File: config.mk
export PLATFORM = sky130hd
export DESIGN_NAME = supervisor_watchdog_reset
export DESIGN_NICKNAME = d
export VERILOG_FILES = /design/src/supervisor_watchdog_reset_pkg.sv /design/src/supervisor_watchdog_reset.sv
export VERILOG_INCLUDE_DIRS = /design/src
export SDC_FILE = /design/constraint.sdc
export NUM_CORES = 1
export LEC_CHECK = 0
export ABC_AREA = 1
export BUFFER_PORTS_ARGS = -buffer_cell sky130_fd_sc_hd__buf_2
export CORE_MARGIN = 2
export CORE_UTILIZATION = 45
export CTS_CLUSTER_SIZE = 10
export DETAILED_ROUTE_END_ITERATION = 16
export PLACE_DENSITY_LB_ADDON = 0.3
export REMOVE_ABC_BUFFERS = 1
export SLEW_MARGIN = 20
export SYNTH_ARGS = -nofsm -noshare
export SYNTH_HDL_FRONTEND = slang
export SYNTH_SLANG_ARGS = --single-unit
File: constraint.sdc
create_clock -name i_ref_clk -period 1.6 [get_ports i_ref_clk]
set_clock_uncertainty 0.05 [all_clocks]
set_input_delay 0.08 -clock i_ref_clk [delete_from_list [all_inputs] [get_ports i_ref_clk]]
set_output_delay 0.08 -clock i_ref_clk [all_outputs]
set_load 0.03 [all_outputs]
File: src/supervisor_watchdog_reset_defines.svh
// Timing constants for the supervisor watchdog and reset block
`ifndef SUPERVISOR_WATCHDOG_RESET_DEFINES_SVH
`define SUPERVISOR_WATCHDOG_RESET_DEFINES_SVH

// ----------------------------------------
// Clock and timing
// ----------------------------------------
`define SWR_CLK_HZ 10000000
// Reset stretch, in milliseconds (nominal, inside 120..280)
`define SWR_RST_PULSE_MS 200
// Watchdog timeout, in tenths of a second (nominal 1.6 s, inside 1.0..2.25)
`define SWR_WD_TIMEOUT_DS 16
`define SWR_RST_PULSE_CYC ((`SWR_CLK_HZ / 1000) * `SWR_RST_PULSE_MS)
`define SWR_WD_TIMEOUT_CYC ((`SWR_CLK_HZ / 10) * `SWR_WD_TIMEOUT_DS)

`endif

File: src/supervisor_watchdog_reset_pkg.sv
// Types for the supervisor watchdog and reset block
package supervisor_watchdog_reset_pkg;
    // Reset generator states
    typedef enum logic [1:0] {
        RST_IDLE,
        RST_HOLD,
        RST_STRETCH
    } rst_state_e;
endpackage

File: src/supervisor_watchdog_reset.sv
// Supervisor: stretched reset, independent watchdog and power-fail warning
//
// How it works
// - A trigger drives the reset output low for a 200 ms pulse, then releases it.
// - Reset stays low for as long as the supply-low indication is present.
// - After supply-low clears or manual reset rises, reset stays low another 200 ms.
// - Pulling the manual reset input low starts a reset pulse.
// - A watchdog timeout never asserts reset by itself; only external wiring does that.
// - A strobe held at one level for 1.6 s expires the timer and drives timeout low.
// - The watchdog is disabled while the strobe input is undriven.
// - The timer clears on reset asserted, strobe undriven, or any strobe edge.
// - Once low after expiry, the timeout output stays low until the timer clears.
// - The timeout output is low whenever supply-low is indicated.
// - The timeout output has no stretch and rises as soon as supply-low clears.
// - The power-fail warning is low while the comparator says the input is below 1.25 V.
// - The reset stretch lies between 120 ms and 280 ms, 200 ms nominal.
// - The watchdog timeout lies between 1.0 s and 2.25 s, 1.6 s nominal.
`timescale 1ns/10ps
`include "supervisor_watchdog_reset_defines.svh"

module supervisor_watchdog_reset
    import supervisor_watchdog_reset_pkg::*;
#(
    parameter int RST_PULSE_CYC = `SWR_RST_PULSE_CYC,
    parameter int WD_TIMEOUT_CYC = `SWR_WD_TIMEOUT_CYC
) (
    input wire logic i_ref_clk,
    input wire logic i_sys_rst,
    input wire logic i_manual_reset_n,
    input wire logic i_supply_low,
    input wire logic i_watchdog_strobe_in,
    input wire logic i_watchdog_strobe_hiz,
    input wire logic i_power_fail_sense_in,
    output logic o_reset_n,
    output logic o_watchdog_timeout_n,
    output logic o_power_fail_warn_n
);
    localparam int RW = $clog2(RST_PULSE_CYC + 1);
    localparam int WW = $clog2(WD_TIMEOUT_CYC + 1);
    localparam logic [RW-1:0] RST_LAST = RW'(RST_PULSE_CYC - 1);
    localparam logic [WW-1:0] WD_LAST = WW'(WD_TIMEOUT_CYC - 1);

    // ----------------------------------------
    // Reset generator
    // ----------------------------------------
    rst_state_e rst_state_r, rst_state_nxt;
    logic [RW-1:0] rst_cnt_r, rst_cnt_nxt;
    logic reset_n_r, reset_n_nxt;
    logic hold_cause;

    // Either cause holds reset; the stretch restarts when both are gone
    assign hold_cause = i_supply_low | ~i_manual_reset_n;

    // Next-state for the reset pulse
    always_comb begin
        rst_state_nxt = rst_state_r;
        rst_cnt_nxt = rst_cnt_r;
        case (rst_state_r)
            RST_IDLE: begin
                if (hold_cause) begin
                    rst_state_nxt = RST_HOLD;
                end
            end
            RST_HOLD: begin
                if (!hold_cause) begin
                    rst_state_nxt = RST_STRETCH;
                    rst_cnt_nxt = '0;
                end
            end
            RST_STRETCH: begin
                if (hold_cause) begin
                    rst_state_nxt = RST_HOLD;
                end else if (rst_cnt_r == RST_LAST) begin
                    rst_state_nxt = RST_IDLE;
                end else begin
                    rst_cnt_nxt = rst_cnt_r + 1'b1;
                end
            end
            default: begin
                rst_state_nxt = RST_HOLD;
            end
        endcase
        reset_n_nxt = (rst_state_nxt == RST_IDLE);
    end

    // Power-on starts in a held reset so the processor gets a full pulse
    always_ff @(posedge i_ref_clk) begin
        if (i_sys_rst) begin
            rst_state_r <= RST_HOLD;
            rst_cnt_r <= '0;
            reset_n_r <= 1'b0;
        end else begin
            rst_state_r <= rst_state_nxt;
            rst_cnt_r <= rst_cnt_nxt;
            reset_n_r <= reset_n_nxt;
        end
    end

    // ----------------------------------------
    // Watchdog
    // ----------------------------------------
    logic [WW-1:0] wd_cnt_r, wd_cnt_nxt;
    logic strobe_d_r, strobe_d_nxt;
    logic expired_r, expired_nxt;
    logic wdo_n_r, wdo_n_nxt;
    logic wd_clear;

    // Timer and expiry flag
    always_comb begin
        strobe_d_nxt = i_watchdog_strobe_in;
        wd_clear = ~reset_n_r | i_watchdog_strobe_hiz | (i_watchdog_strobe_in != strobe_d_r);
        wd_cnt_nxt = wd_cnt_r;
        expired_nxt = expired_r;
        if (wd_clear) begin
            wd_cnt_nxt = '0;
            expired_nxt = 1'b0;
        end else if (!expired_r) begin
            if (wd_cnt_r == WD_LAST) begin
                expired_nxt = 1'b1;
            end else begin
                wd_cnt_nxt = wd_cnt_r + 1'b1;
            end
        end
        wdo_n_nxt = ~(expired_nxt | i_supply_low);
    end

    // Registering the watchdog state
    always_ff @(posedge i_ref_clk) begin
        if (i_sys_rst) begin
            wd_cnt_r <= '0;
            strobe_d_r <= 1'b0;
            expired_r <= 1'b0;
            wdo_n_r <= 1'b1;
        end else begin
            wd_cnt_r <= wd_cnt_nxt;
            strobe_d_r <= strobe_d_nxt;
            expired_r <= expired_nxt;
            wdo_n_r <= wdo_n_nxt;
        end
    end

    // ----------------------------------------
    // Power-fail warning
    // ----------------------------------------
    logic pfo_n_r, pfo_n_nxt;

    always_comb begin
        pfo_n_nxt = ~i_power_fail_sense_in;
    end

    // One register keeps the output glitch free
    always_ff @(posedge i_ref_clk) begin
        if (i_sys_rst) begin
            pfo_n_r <= 1'b1;
        end else begin
            pfo_n_r <= pfo_n_nxt;
        end
    end

    assign o_reset_n = reset_n_r;
    assign o_watchdog_timeout_n = wdo_n_r;
    assign o_power_fail_warn_n = pfo_n_r;

    // ----------------------------------------
    // Assertions
    // ----------------------------------------
    property p_supply_holds_reset;
        @(posedge i_ref_clk) disable iff (i_sys_rst)
        i_supply_low |=> !o_reset_n;
    endproperty
    a_supply_holds_reset: assert property (p_supply_holds_reset)
        else $error("reset released during supply low");

    property p_stretch_low;
        @(posedge i_ref_clk) disable iff (i_sys_rst)
        $fell(hold_cause) |=> !o_reset_n [*8];
    endproperty
    a_stretch_low: assert property (p_stretch_low)
        else $error("reset not stretched after cause");

    property p_stretch_len;
        @(posedge i_ref_clk) disable iff (i_sys_rst)
        $rose(o_reset_n) |-> rst_cnt_r == RST_LAST;
    endproperty
    a_stretch_len: assert property (p_stretch_len)
        else $error("reset pulse wrong length");

    property p_manual_trigger;
        @(posedge i_ref_clk) disable iff (i_sys_rst)
        !i_manual_reset_n |=> !o_reset_n;
    endproperty
    a_manual_trigger: assert property (p_manual_trigger)
        else $error("manual reset ignored");

    property p_wd_no_reset;
        @(posedge i_ref_clk) disable iff (i_sys_rst)
        (o_reset_n && !hold_cause) |=> o_reset_n;
    endproperty
    a_wd_no_reset: assert property (p_wd_no_reset)
        else $error("reset without cause");

    property p_expire_out;
        @(posedge i_ref_clk) disable iff (i_sys_rst)
        $rose(expired_r) |-> !o_watchdog_timeout_n;
    endproperty
    a_expire_out: assert property (p_expire_out)
        else $error("timeout output not low on expiry");

    property p_hiz_clear;
        @(posedge i_ref_clk) disable iff (i_sys_rst)
        i_watchdog_strobe_hiz |=> (wd_cnt_r == '0) && !expired_r;
    endproperty
    a_hiz_clear: assert property (p_hiz_clear)
        else $error("watchdog runs while strobe undriven");

    property p_edge_clear;
        @(posedge i_ref_clk) disable iff (i_sys_rst)
        (i_watchdog_strobe_in != strobe_d_r) |=> wd_cnt_r == '0;
    endproperty
    a_edge_clear: assert property (p_edge_clear)
        else $error("strobe edge did not clear timer");

    property p_wdo_sticky;
        @(posedge i_ref_clk) disable iff (i_sys_rst)
        (expired_r && !wd_clear) |=> !o_watchdog_timeout_n;
    endproperty
    a_wdo_sticky: assert property (p_wdo_sticky)
        else $error("timeout output rose before clear");

    property p_wdo_supply;
        @(posedge i_ref_clk) disable iff (i_sys_rst)
        i_supply_low |=> !o_watchdog_timeout_n;
    endproperty
    a_wdo_supply: assert property (p_wdo_supply)
        else $error("timeout output high in supply low");

    property p_wdo_release;
        @(posedge i_ref_clk) disable iff (i_sys_rst)
        (!i_supply_low && !expired_nxt) |=> o_watchdog_timeout_n;
    endproperty
    a_wdo_release: assert property (p_wdo_release)
        else $error("timeout output stretched");

    property p_pfo;
        @(posedge i_ref_clk) disable iff (i_sys_rst)
        ##1 (o_power_fail_warn_n == !$past(i_power_fail_sense_in));
    endproperty
    a_pfo: assert property (p_pfo)
        else $error("power-fail warning wrong");
endmodule

# ---- Yosys cells after proc, flatten, opt, wreduce, memory -nomap -nowiden
# Cells that the tools add are included.
dict set report totals {
  ff_bits 52
  word_cells 46
}
dict set report classes {
  n_reduce_logical 6
  addsub 2
  eq_ne 8
  muxes 12
  bitwise_logic 10
}
# cell n
set op_table {}
lappend op_table {{21-bit two-way mux} 3}
lappend op_table {{21-bit case mux with 2 select lines} 1}
lappend op_table {{24-bit by 1-bit adder with 24-bit output (second input constant)} 1}
lappend op_table {{24-bit equality test (second input constant)} 1}
lappend op_table {{21-bit by 1-bit adder with 21-bit output (second input constant)} 1}
lappend op_table {{21-bit equality test (second input constant)} 1}
lappend op_table {{2-bit two-way mux} 4}
lappend op_table {{2-bit inequality test (second input constant)} 3}
lappend op_table {{1-bit inverter} 6}
lappend op_table {{2-bit case mux with 3 select lines} 1}
lappend op_table {{2-bit logical NOT} 2}
lappend op_table {{1-bit OR} 4}
lappend op_table {{4-bit AND reduction} 1}
lappend op_table {{1-bit two-way mux} 3}
lappend op_table {{2-bit by 1-bit equality test with 1-bit output (second input constant)} 1}
lappend op_table {{2-bit equality test (second input constant)} 1}
lappend op_table {{2-bit AND reduction} 1}
lappend op_table {{2-bit nonzero test} 1}
lappend op_table {{2-bit OR reduction} 1}
lappend op_table {{1-bit inequality test} 1}

# ---- Depth between registers and ports, before layout
# Gate-level depths: netlist of run 1.
dict set report logic_depth {
  word_depth 6
  depth_mapped 11
  ltp_nobuf 11
}

# ---- Worst setup path before layout of run 1
# OpenSTA, ideal clock, no wires.
dict set report synth_path {
  path_kind {reg-to-reg}
  start {register wd_cnt_r[0]}
  end {register wd_cnt_r[22]}
  path_stages_with_launch 10
  setup_ps 132
  t_required_ps 1418
  arrival_ps 1455
  slack_ps -37
  period_less_slack_ps 1637
  cell_sequence {dfxtp_1 > ha_1 > nand2_1 > nor3_2 > nand3_1 > nand2_2 > inv_2 > buf_2 > nand2_1 > a21oi_1}
}
dict set report synth_via {
  elab_chain_cells 3
}
# element line
set synth_lines {}
lappend synth_lines {{from (decl)} supervisor_watchdog_reset.sv:102} ;# logic [WW-1:0] wd_cnt_r, wd_cnt_nxt;
lappend synth_lines {{from (signal assigned)} supervisor_watchdog_reset.sv:135} ;# wd_cnt_r <= wd_cnt_nxt;
lappend synth_lines {{branches (longest 3 deep; another with 24-bit by 1-bit adder with 24-bit output)} n/a}
# Parallel ways; which one is timed is not known.
# A chain may end at the register's enable or synchronous reset.

# ---- Final worst setup path of run 1
dict set report layout_path {
  start {register rst_cnt_r[1]}
  end {register rst_cnt_r[17]}
}
dict set report layout_via {
  elab_chain_cells 4
}
# element line
set layout_lines {}
lappend layout_lines {{from (decl)} supervisor_watchdog_reset.sv:47} ;# logic [RW-1:0] rst_cnt_r, rst_cnt_nxt;
lappend layout_lines {{from (signal assigned)} supervisor_watchdog_reset.sv:94} ;# rst_cnt_r <= rst_cnt_nxt;
lappend layout_lines {{21-bit by 1-bit adder with 21-bit output} supervisor_watchdog_reset.sv:76} ;# rst_cnt_nxt = rst_cnt_r + 1'b1;
lappend layout_lines {{21-bit two-way mux} supervisor_watchdog_reset.sv:73} ;# end else if (rst_cnt_r == RST_LAST) begin
lappend layout_lines {{21-bit two-way mux} supervisor_watchdog_reset.sv:71} ;# if (hold_cause) begin
lappend layout_lines {{21-bit case mux with 2 select lines} supervisor_watchdog_reset.sv:58} ;# case (rst_state_r)
# Parallel ways exist; a longest one is shown, timed or not. The select of a mux whose other input is x is not followed.

==> results.ini, run 1 <==
[worst_setup_path]
critical_path_peak_fanout=8
rr_worst_depth=12
r2r-end=rst_cnt_r[17]
start_kind=register
r2r_slack_ns=-0.008
crit_required_ns=1.78
r2r-start=rst_cnt_r[1]
arrival_ns=1.78
end_kind=register
crit_type=register to register

[detailed_routing]
drt_wl_total_um=9510
routedWlPerCell_um=13.7
wl_met1_um=3850
ant_nets=0
wl_met3_um=497
wl_met2_um=4870
routed.top_layer=met4
viasPerCell=5.21
via_count=3618
drt-pass1-iter-count=5
drc_errors=0
drtIter0Drc=213

[synth]
synthArstFlopShare_pct=0
syn_area_per_cell_um2=6.13
synth_edf_count=0
synth_flop_cell=dfxtp_1
syn_inst=520
ys_warn_count=0
yosysSeqAreaShare_pct=32.7
ys_types=30
synth_seq_cells=52
synth_area_um2=3190

[finish]
seqCellArea_um2=1080
fin_nets=606
num-fill-cells=609
antenna_cells=0
drive_gt1_share_pct=29.8
fin_area_um2=4340
multiInputGateArea_um2=2160
post-route-util_pct=63.5
syn2layout_area_growth_pct=36.1

[floorplanning]
dieArea_um2=7770
io_pins=10
start_util_pct=46.6
fp.dieH_um=88.1
core_region_area_um2=6830
die_w_um=88.1
rows=30

[placement]
port_buffers=9
placed_cell_area_um2=3700
routabilityCongestion=0.940
pre_cts_slack_ns=-0.129
hpwl_um=6070

[clock_network]
root_buffer=clkbuf_8
numCtsBuffers=5
clkTransAtPathRegs_ns=0.11
clk_latency_ns=0.31
htreeDepth=2
clkSinkCount=52
clk_path_buf_depth=2
cts_tree=built

[sta]
fmax_mhz=622
setup_ws_ns=-0.00801
hold_viol_final=0
fin_crit_sh_pct=101
slew_headroom_pct=75.0
tightest_slew_ns=0.375
slew_violations=0
post-route-min-period_ns=1.61
setup_viol_count_final=3
tns_ns=-0.0183
rsz0062_at_grt=yes

[worst_hold_path]
hp-start=i_sys_rst
min_delay_path_depth=3
whs_endpoint=o_power_fail_warn_n
hold_path_class=primary input to register

[global_routing]
grt_pass1_vias=3352
grt.overflow.total=0
grt_max_degree=23
grt_util_all_layers_pct=23.8
grt_pass1_wl_um=14800
antenna_found_initial=0

[outcome]
violations=setup timing
status=complete, but fails checks

[pwr]
power_leakage_nw=1.63
ir_worst_vdd_uv=454
p_per_area_nw_per_um2=522

[flow_run]
maxCapViolCount=0

what timing repair did:
action / in CTS / in global routing
pin swaps: 6 / 27
hold endpoints to repair: 3 / 0
cloned: 1 / 2
hold buffers: 3 / 0
setup buffers: 6 / 7
endpoints found under the setup margin: 47 / 48
gates resized for setup: 31 / 82
sequential cells by signal, summed over array words and instances (netlist names):
register	count
rst_cnt_r	21
o_reset_n	1
rst_state_r	2
expired_r	1
strobe_d_r	1
o_power_fail_warn_n	1
wd_cnt_r	24
o_watchdog_timeout_n	1
cells in the mapped netlist, types with 2 or more instances:
master	count	area share, %
nand2_1	165	19
nor2_1	88	10
dfxtp_1	52	33
inv_1	52	6.1
nand3_1	43	6.8
a21oi_1	37	5.8
xor2_1	13	3.6
nand4_1	12	2.4
nor3_1	8	1.3
o21ai_0	7	1.1
xnor2_1	6	1.6
buf_2	4	0.63
clkbuf_1	4	0.47
nand3b_1	4	0.94
buf_4	3	0.71
nand2_2	3	0.59
and2_1	2	0.39
ha_1	2	0.79
inv_2	2	0.24
nor3_2	2	0.63
o21bai_1	2	0.47
layout make-up:
class | instances | share of cell area [%]
clock buffers | 5 | 1.59
clock inverters | 3 | 0.606
inverters | 55 | 4.88
multi-input cells | 402 | 49.8
flip-flops and latches | 52 | 24.8
well taps | 96 | 2.77
repair buffers | 81 | 15.6
logic make-up after synthesis:
group	count (synthesis)	share of synthesized area, %
simple gates	332	44.6
buf+inv	68	9.11
flops	52	32.7
compound gates	47	7.58
xor+xnor	19	5.22
fa+ha+maj	2	0.785
worst max path at each step:
stage,start,to,cells past startpoint,slack [ns]
2_1_floorplan,wd_cnt_r[0],wd_cnt_r[14],8,-0.24
3_3_place_gp,wd_cnt_r[0],wd_cnt_r[14],8,-0.09
3_5_place_dp,rst_cnt_r[0],rst_cnt_r[16],8,-0.13
4_1_cts,rst_cnt_r[3],rst_cnt_r[9],9,-0.02
5_1_grt,rst_cnt_r[0],rst_cnt_r[13],10,-0.12
6_report,rst_cnt_r[1],rst_cnt_r[17],12,-0.008
placed cells by master (no fill, tap or decap), types with 11 or more instances in the layout:
master,synthesis,final
nor2_1,88,78
a21oi_2,0,14
xor2_1,13,13
nand3_1,43,32
nand2_2,3,11
buf_4,3,58
a21oi_1,37,23
nand4_1,12,12
inv_1,52,48
dfxtp_2,0,16
nand2_1,165,153
dfxtp_1,52,32
stage by stage:
step | std cells | power [mW] | hold WS (ns)
6_report | 694 | 2.26 | 0.0675
5_1_grt | 694 | 2.33 | 0.0759
4_1_cts | 686 | 2.26 | 0.0618
3_5_place_dp | 668 | 1.45 | 0.196
3_3_place_gp | 668 | 1.45 | 0.196
2_1_floorplan | 507 | 1.39 | 0.0991
where the power goes:
part	internal [mW]	switching (mW)	total, mW	leakage [nW]
clock	0.321	0.493	0.813	0.0487
sequential	1.29	0.00455	1.30	0.431
combinational	0.0541	0.0966	0.151	1.15
total	1.67	0.594	2.26	1.63
layer usage:
layer  GRT usage, %  up-vias
met2           44.2      136
met3           3.20       26
met5              0        -
met1           28.3     1665
met4           7.30        0
li1               -     1791
worst max-delay path, cell delays in order (launching register included):
cell and delay, ns:
dfxtp_4 0.38, ha_4 0.14, nand3_4 0.09, nor2_4 0.12, nand3_2 0.08, nand2_2 0.09
buf_6 0.11, nand2_8 0.09, buf_12 0.16, nand3_2 0.06, nand2_1 0.05, inv_1 0.04
nor2_1 0.03
Power figures use the tool's default switching activity.
==> run 2, diff against run 1 <==
- PLACE_DENSITY: not set -> 0.68
- PLACE_DENSITY_LB_ADDON: 0.3 -> not set
==> results.ini, run 2 (synthesis results as in run 1) <==
[outcome]
status=finished, final reports clean

[global_routing]
grt.overflow.total=0  ; unchanged
grt_pass1_wl_um=13600  ; -8.3%
grt_use_met2_pct=41.5  ; -2.7 points
grt_max_degree=23  ; unchanged
busiest_layer=met2
gr-usage-met1_pct=25.7  ; -2.6 points
antenna_found_initial=0  ; unchanged
use_met3_pct=3.39  ; +0.19 points
grt_pass1_vias=3068  ; -8.5%
grt_util_all_layers_pct=21.9  ; -1.9 points

[finish]
syn2layout_area_growth_pct=23.6
fin_area_um2=3940  ; -9.2%
drive_gt1_share_pct=21.0  ; -8.8 points
multiInputGateArea_um2=1970  ; -8.6%
num-fill-cells=677  ; +11%
stdcell_count=668  ; -3.7%
antenna_cells=0  ; unchanged
post-route-util_pct=57.6  ; -5.8 points
largest-register=wd_cnt_r
mostFrequentLayoutCell=nand2_1
fin_nets=580  ; -4.3%
seqCellArea_um2=1090  ; +1.0%
layout_common_cells=nand2_1 (164), nor2_1 (80), inv_1 (51)
largest_reg_flops=24  ; unchanged
top_regs=wd_cnt_r x24, rst_cnt_r x21, rst_state_r x2

[floorplanning]
die_w_um=88.1  ; unchanged
start_util_pct=46.6  ; unchanged
rows=30  ; unchanged
core_region_area_um2=6830  ; unchanged
fp.dieH_um=88.1  ; unchanged
io_pins=10  ; unchanged
dieArea_um2=7770  ; unchanged

[placement]
pre_cts_slack_ns=-0.0408  ; +0.0878 ns
hpwl_um=5810  ; -4.2%
port_buffers=9  ; unchanged
place_inst=650  ; -2.7%
routabilityCongestion=0.951  ; +1.1%
placed_cell_area_um2=3560  ; -3.7%

[detailed_routing]
routedWlPerCell_um=12.3  ; -10%
drc_errors=0  ; unchanged
ant_nets=0  ; unchanged
viasPerCell=4.99  ; -4.3%
drtIter0Drc=165  ; -23%
via_count=3331  ; -7.9%
drt_wl_total_um=8240  ; -13%
drt-pass1-iter-count=4  ; -1

[worst_setup_path]
start_kind=register
r2r-start=rst_cnt_r[0]
crit_required_ns=1.81  ; +0.03 ns
slowest_stage=dfxtp_2
crit_start=rst_cnt_r[0]
path_cells=buf_4 -> nand3_1 -> inv_1 -> nand3b_1 -> buf_4 -> nor3_2 -> nand3_1 -> nand2_1 -> inv_1 -> nor2_1
arrival_ns=1.75  ; -0.03 ns
critical_path_buf_inv_count=4  ; +1
end_kind=register
crit_type=register to register
critical_path_peak_fanout=4  ; -4
cpLargestDelayFamily=simple AND/OR/NAND/NOR gates
crit_path_max_incr_delay_ns=0.37  ; about the same

[sta]
post-route-min-period_ns=1.54  ; -0.0645 ns
tns_ns=0  ; +0.0183 ns
setup_viol_count_final=0  ; -3
slew_headroom_pct=78.4  ; +3.4 points
rsz0062_at_grt=yes
holdWs_ns=0.0642  ; -0.00330 ns
slew_violations=0  ; unchanged
fmax_mhz=648  ; +4.2%
setup_ws_ns=0.0565  ; +0.0645 ns
hold_viol_final=0  ; unchanged
tightest_slew_ns=0.323  ; -0.0523 ns
fin_crit_sh_pct=96.5  ; -4.0 points

[pwr]
net-switching-power_uw=553  ; -6.9%
p_per_area_nw_per_um2=561  ; +7.5%
power_frac_seq_pct=58.9  ; +1.5 points
p_total_mw=2.21  ; -2.4%
ir_worst_vdd_uv=373  ; -18%
intPower_mw=1.66  ; -0.85%
swShare_pct=25.0  ; -1.2 points
combPwrFrac_pct=5.6  ; -1.1 points
power_leakage_nw=1.44  ; -12%
p_clk_share_pct=35.5  ; -0.4 points

[clock_network]
root_buffer=clkbuf_8
clkTransAtPathRegs_ns=0.10  ; about the same
numCtsBuffers=5  ; unchanged
cts_tree=built
clk_path_buf_depth=2  ; unchanged
htreeDepth=2  ; unchanged
clkSinkCount=52  ; unchanged
clk_latency_ns=0.32  ; about the same

[flow_run]
maxCapViolCount=0  ; unchanged

[worst_hold_path]
hold_path_class=primary input to register
hp-start=i_sys_rst

## run 2: power by group through the flow
stage | sequential, mW | combinational (mW) | clock, mW
floorplan | 1.34 | 0.0491 | 0
global placement | 1.34 | 0.110 | 0
detailed placement | 1.34 | 0.111 | 0
CTS | 1.31 | 0.119 | 0.801
global route | 1.30 | 0.135 | 0.862
finish | 1.30 | 0.125 | 0.783
## run 2: path summary, 6_finish.rpt
kind | end | slack, ns | depth (start not counted)
setup / recovery | rst_cnt_r[19] | 0.06 | 10
hold / removal | rst_state_r[0] | 0.06 | 3
setup reg to reg | rst_cnt_r[19] | 0.06 | 10
hold reg to reg | wd_cnt_r[21] | 0.44 | 2
## run 2: cell type report
cell class,instances,area share [%]
Clock inverter,2,0.413
Multi-Input combinational cell,401,50.1
Timing Repair Buffer,56,11.6
Tap cell,96,3.05
Clock buffer,6,1.84
Inverter,55,5.37
Sequential cell,52,27.6
## run 2: tightest hold or removal path: cells and delay by family
family | cells | cell delay (ns)
and+or+nand+nor | 1 | 0.13
buffers and inverters | 2 | 0.19
## run 2: timing repair
action / 4_1_cts / 5_1_grt
buffers inserted: 0 / 4
hold buffers: 4 / 0
gates resized for setup: 3 / 66
pin swaps: 0 / 6
endpoints found under the setup margin: 17 / 46
cloned: 0 / 2
endpoints found under the hold margin: 3 / 0
## run 2: layer usage
layer	part of all wire (%)	wire length, µm
met2	51	4240
met3	3.5	288
met5	0	0
met1	43	3560
met4	1.7	143
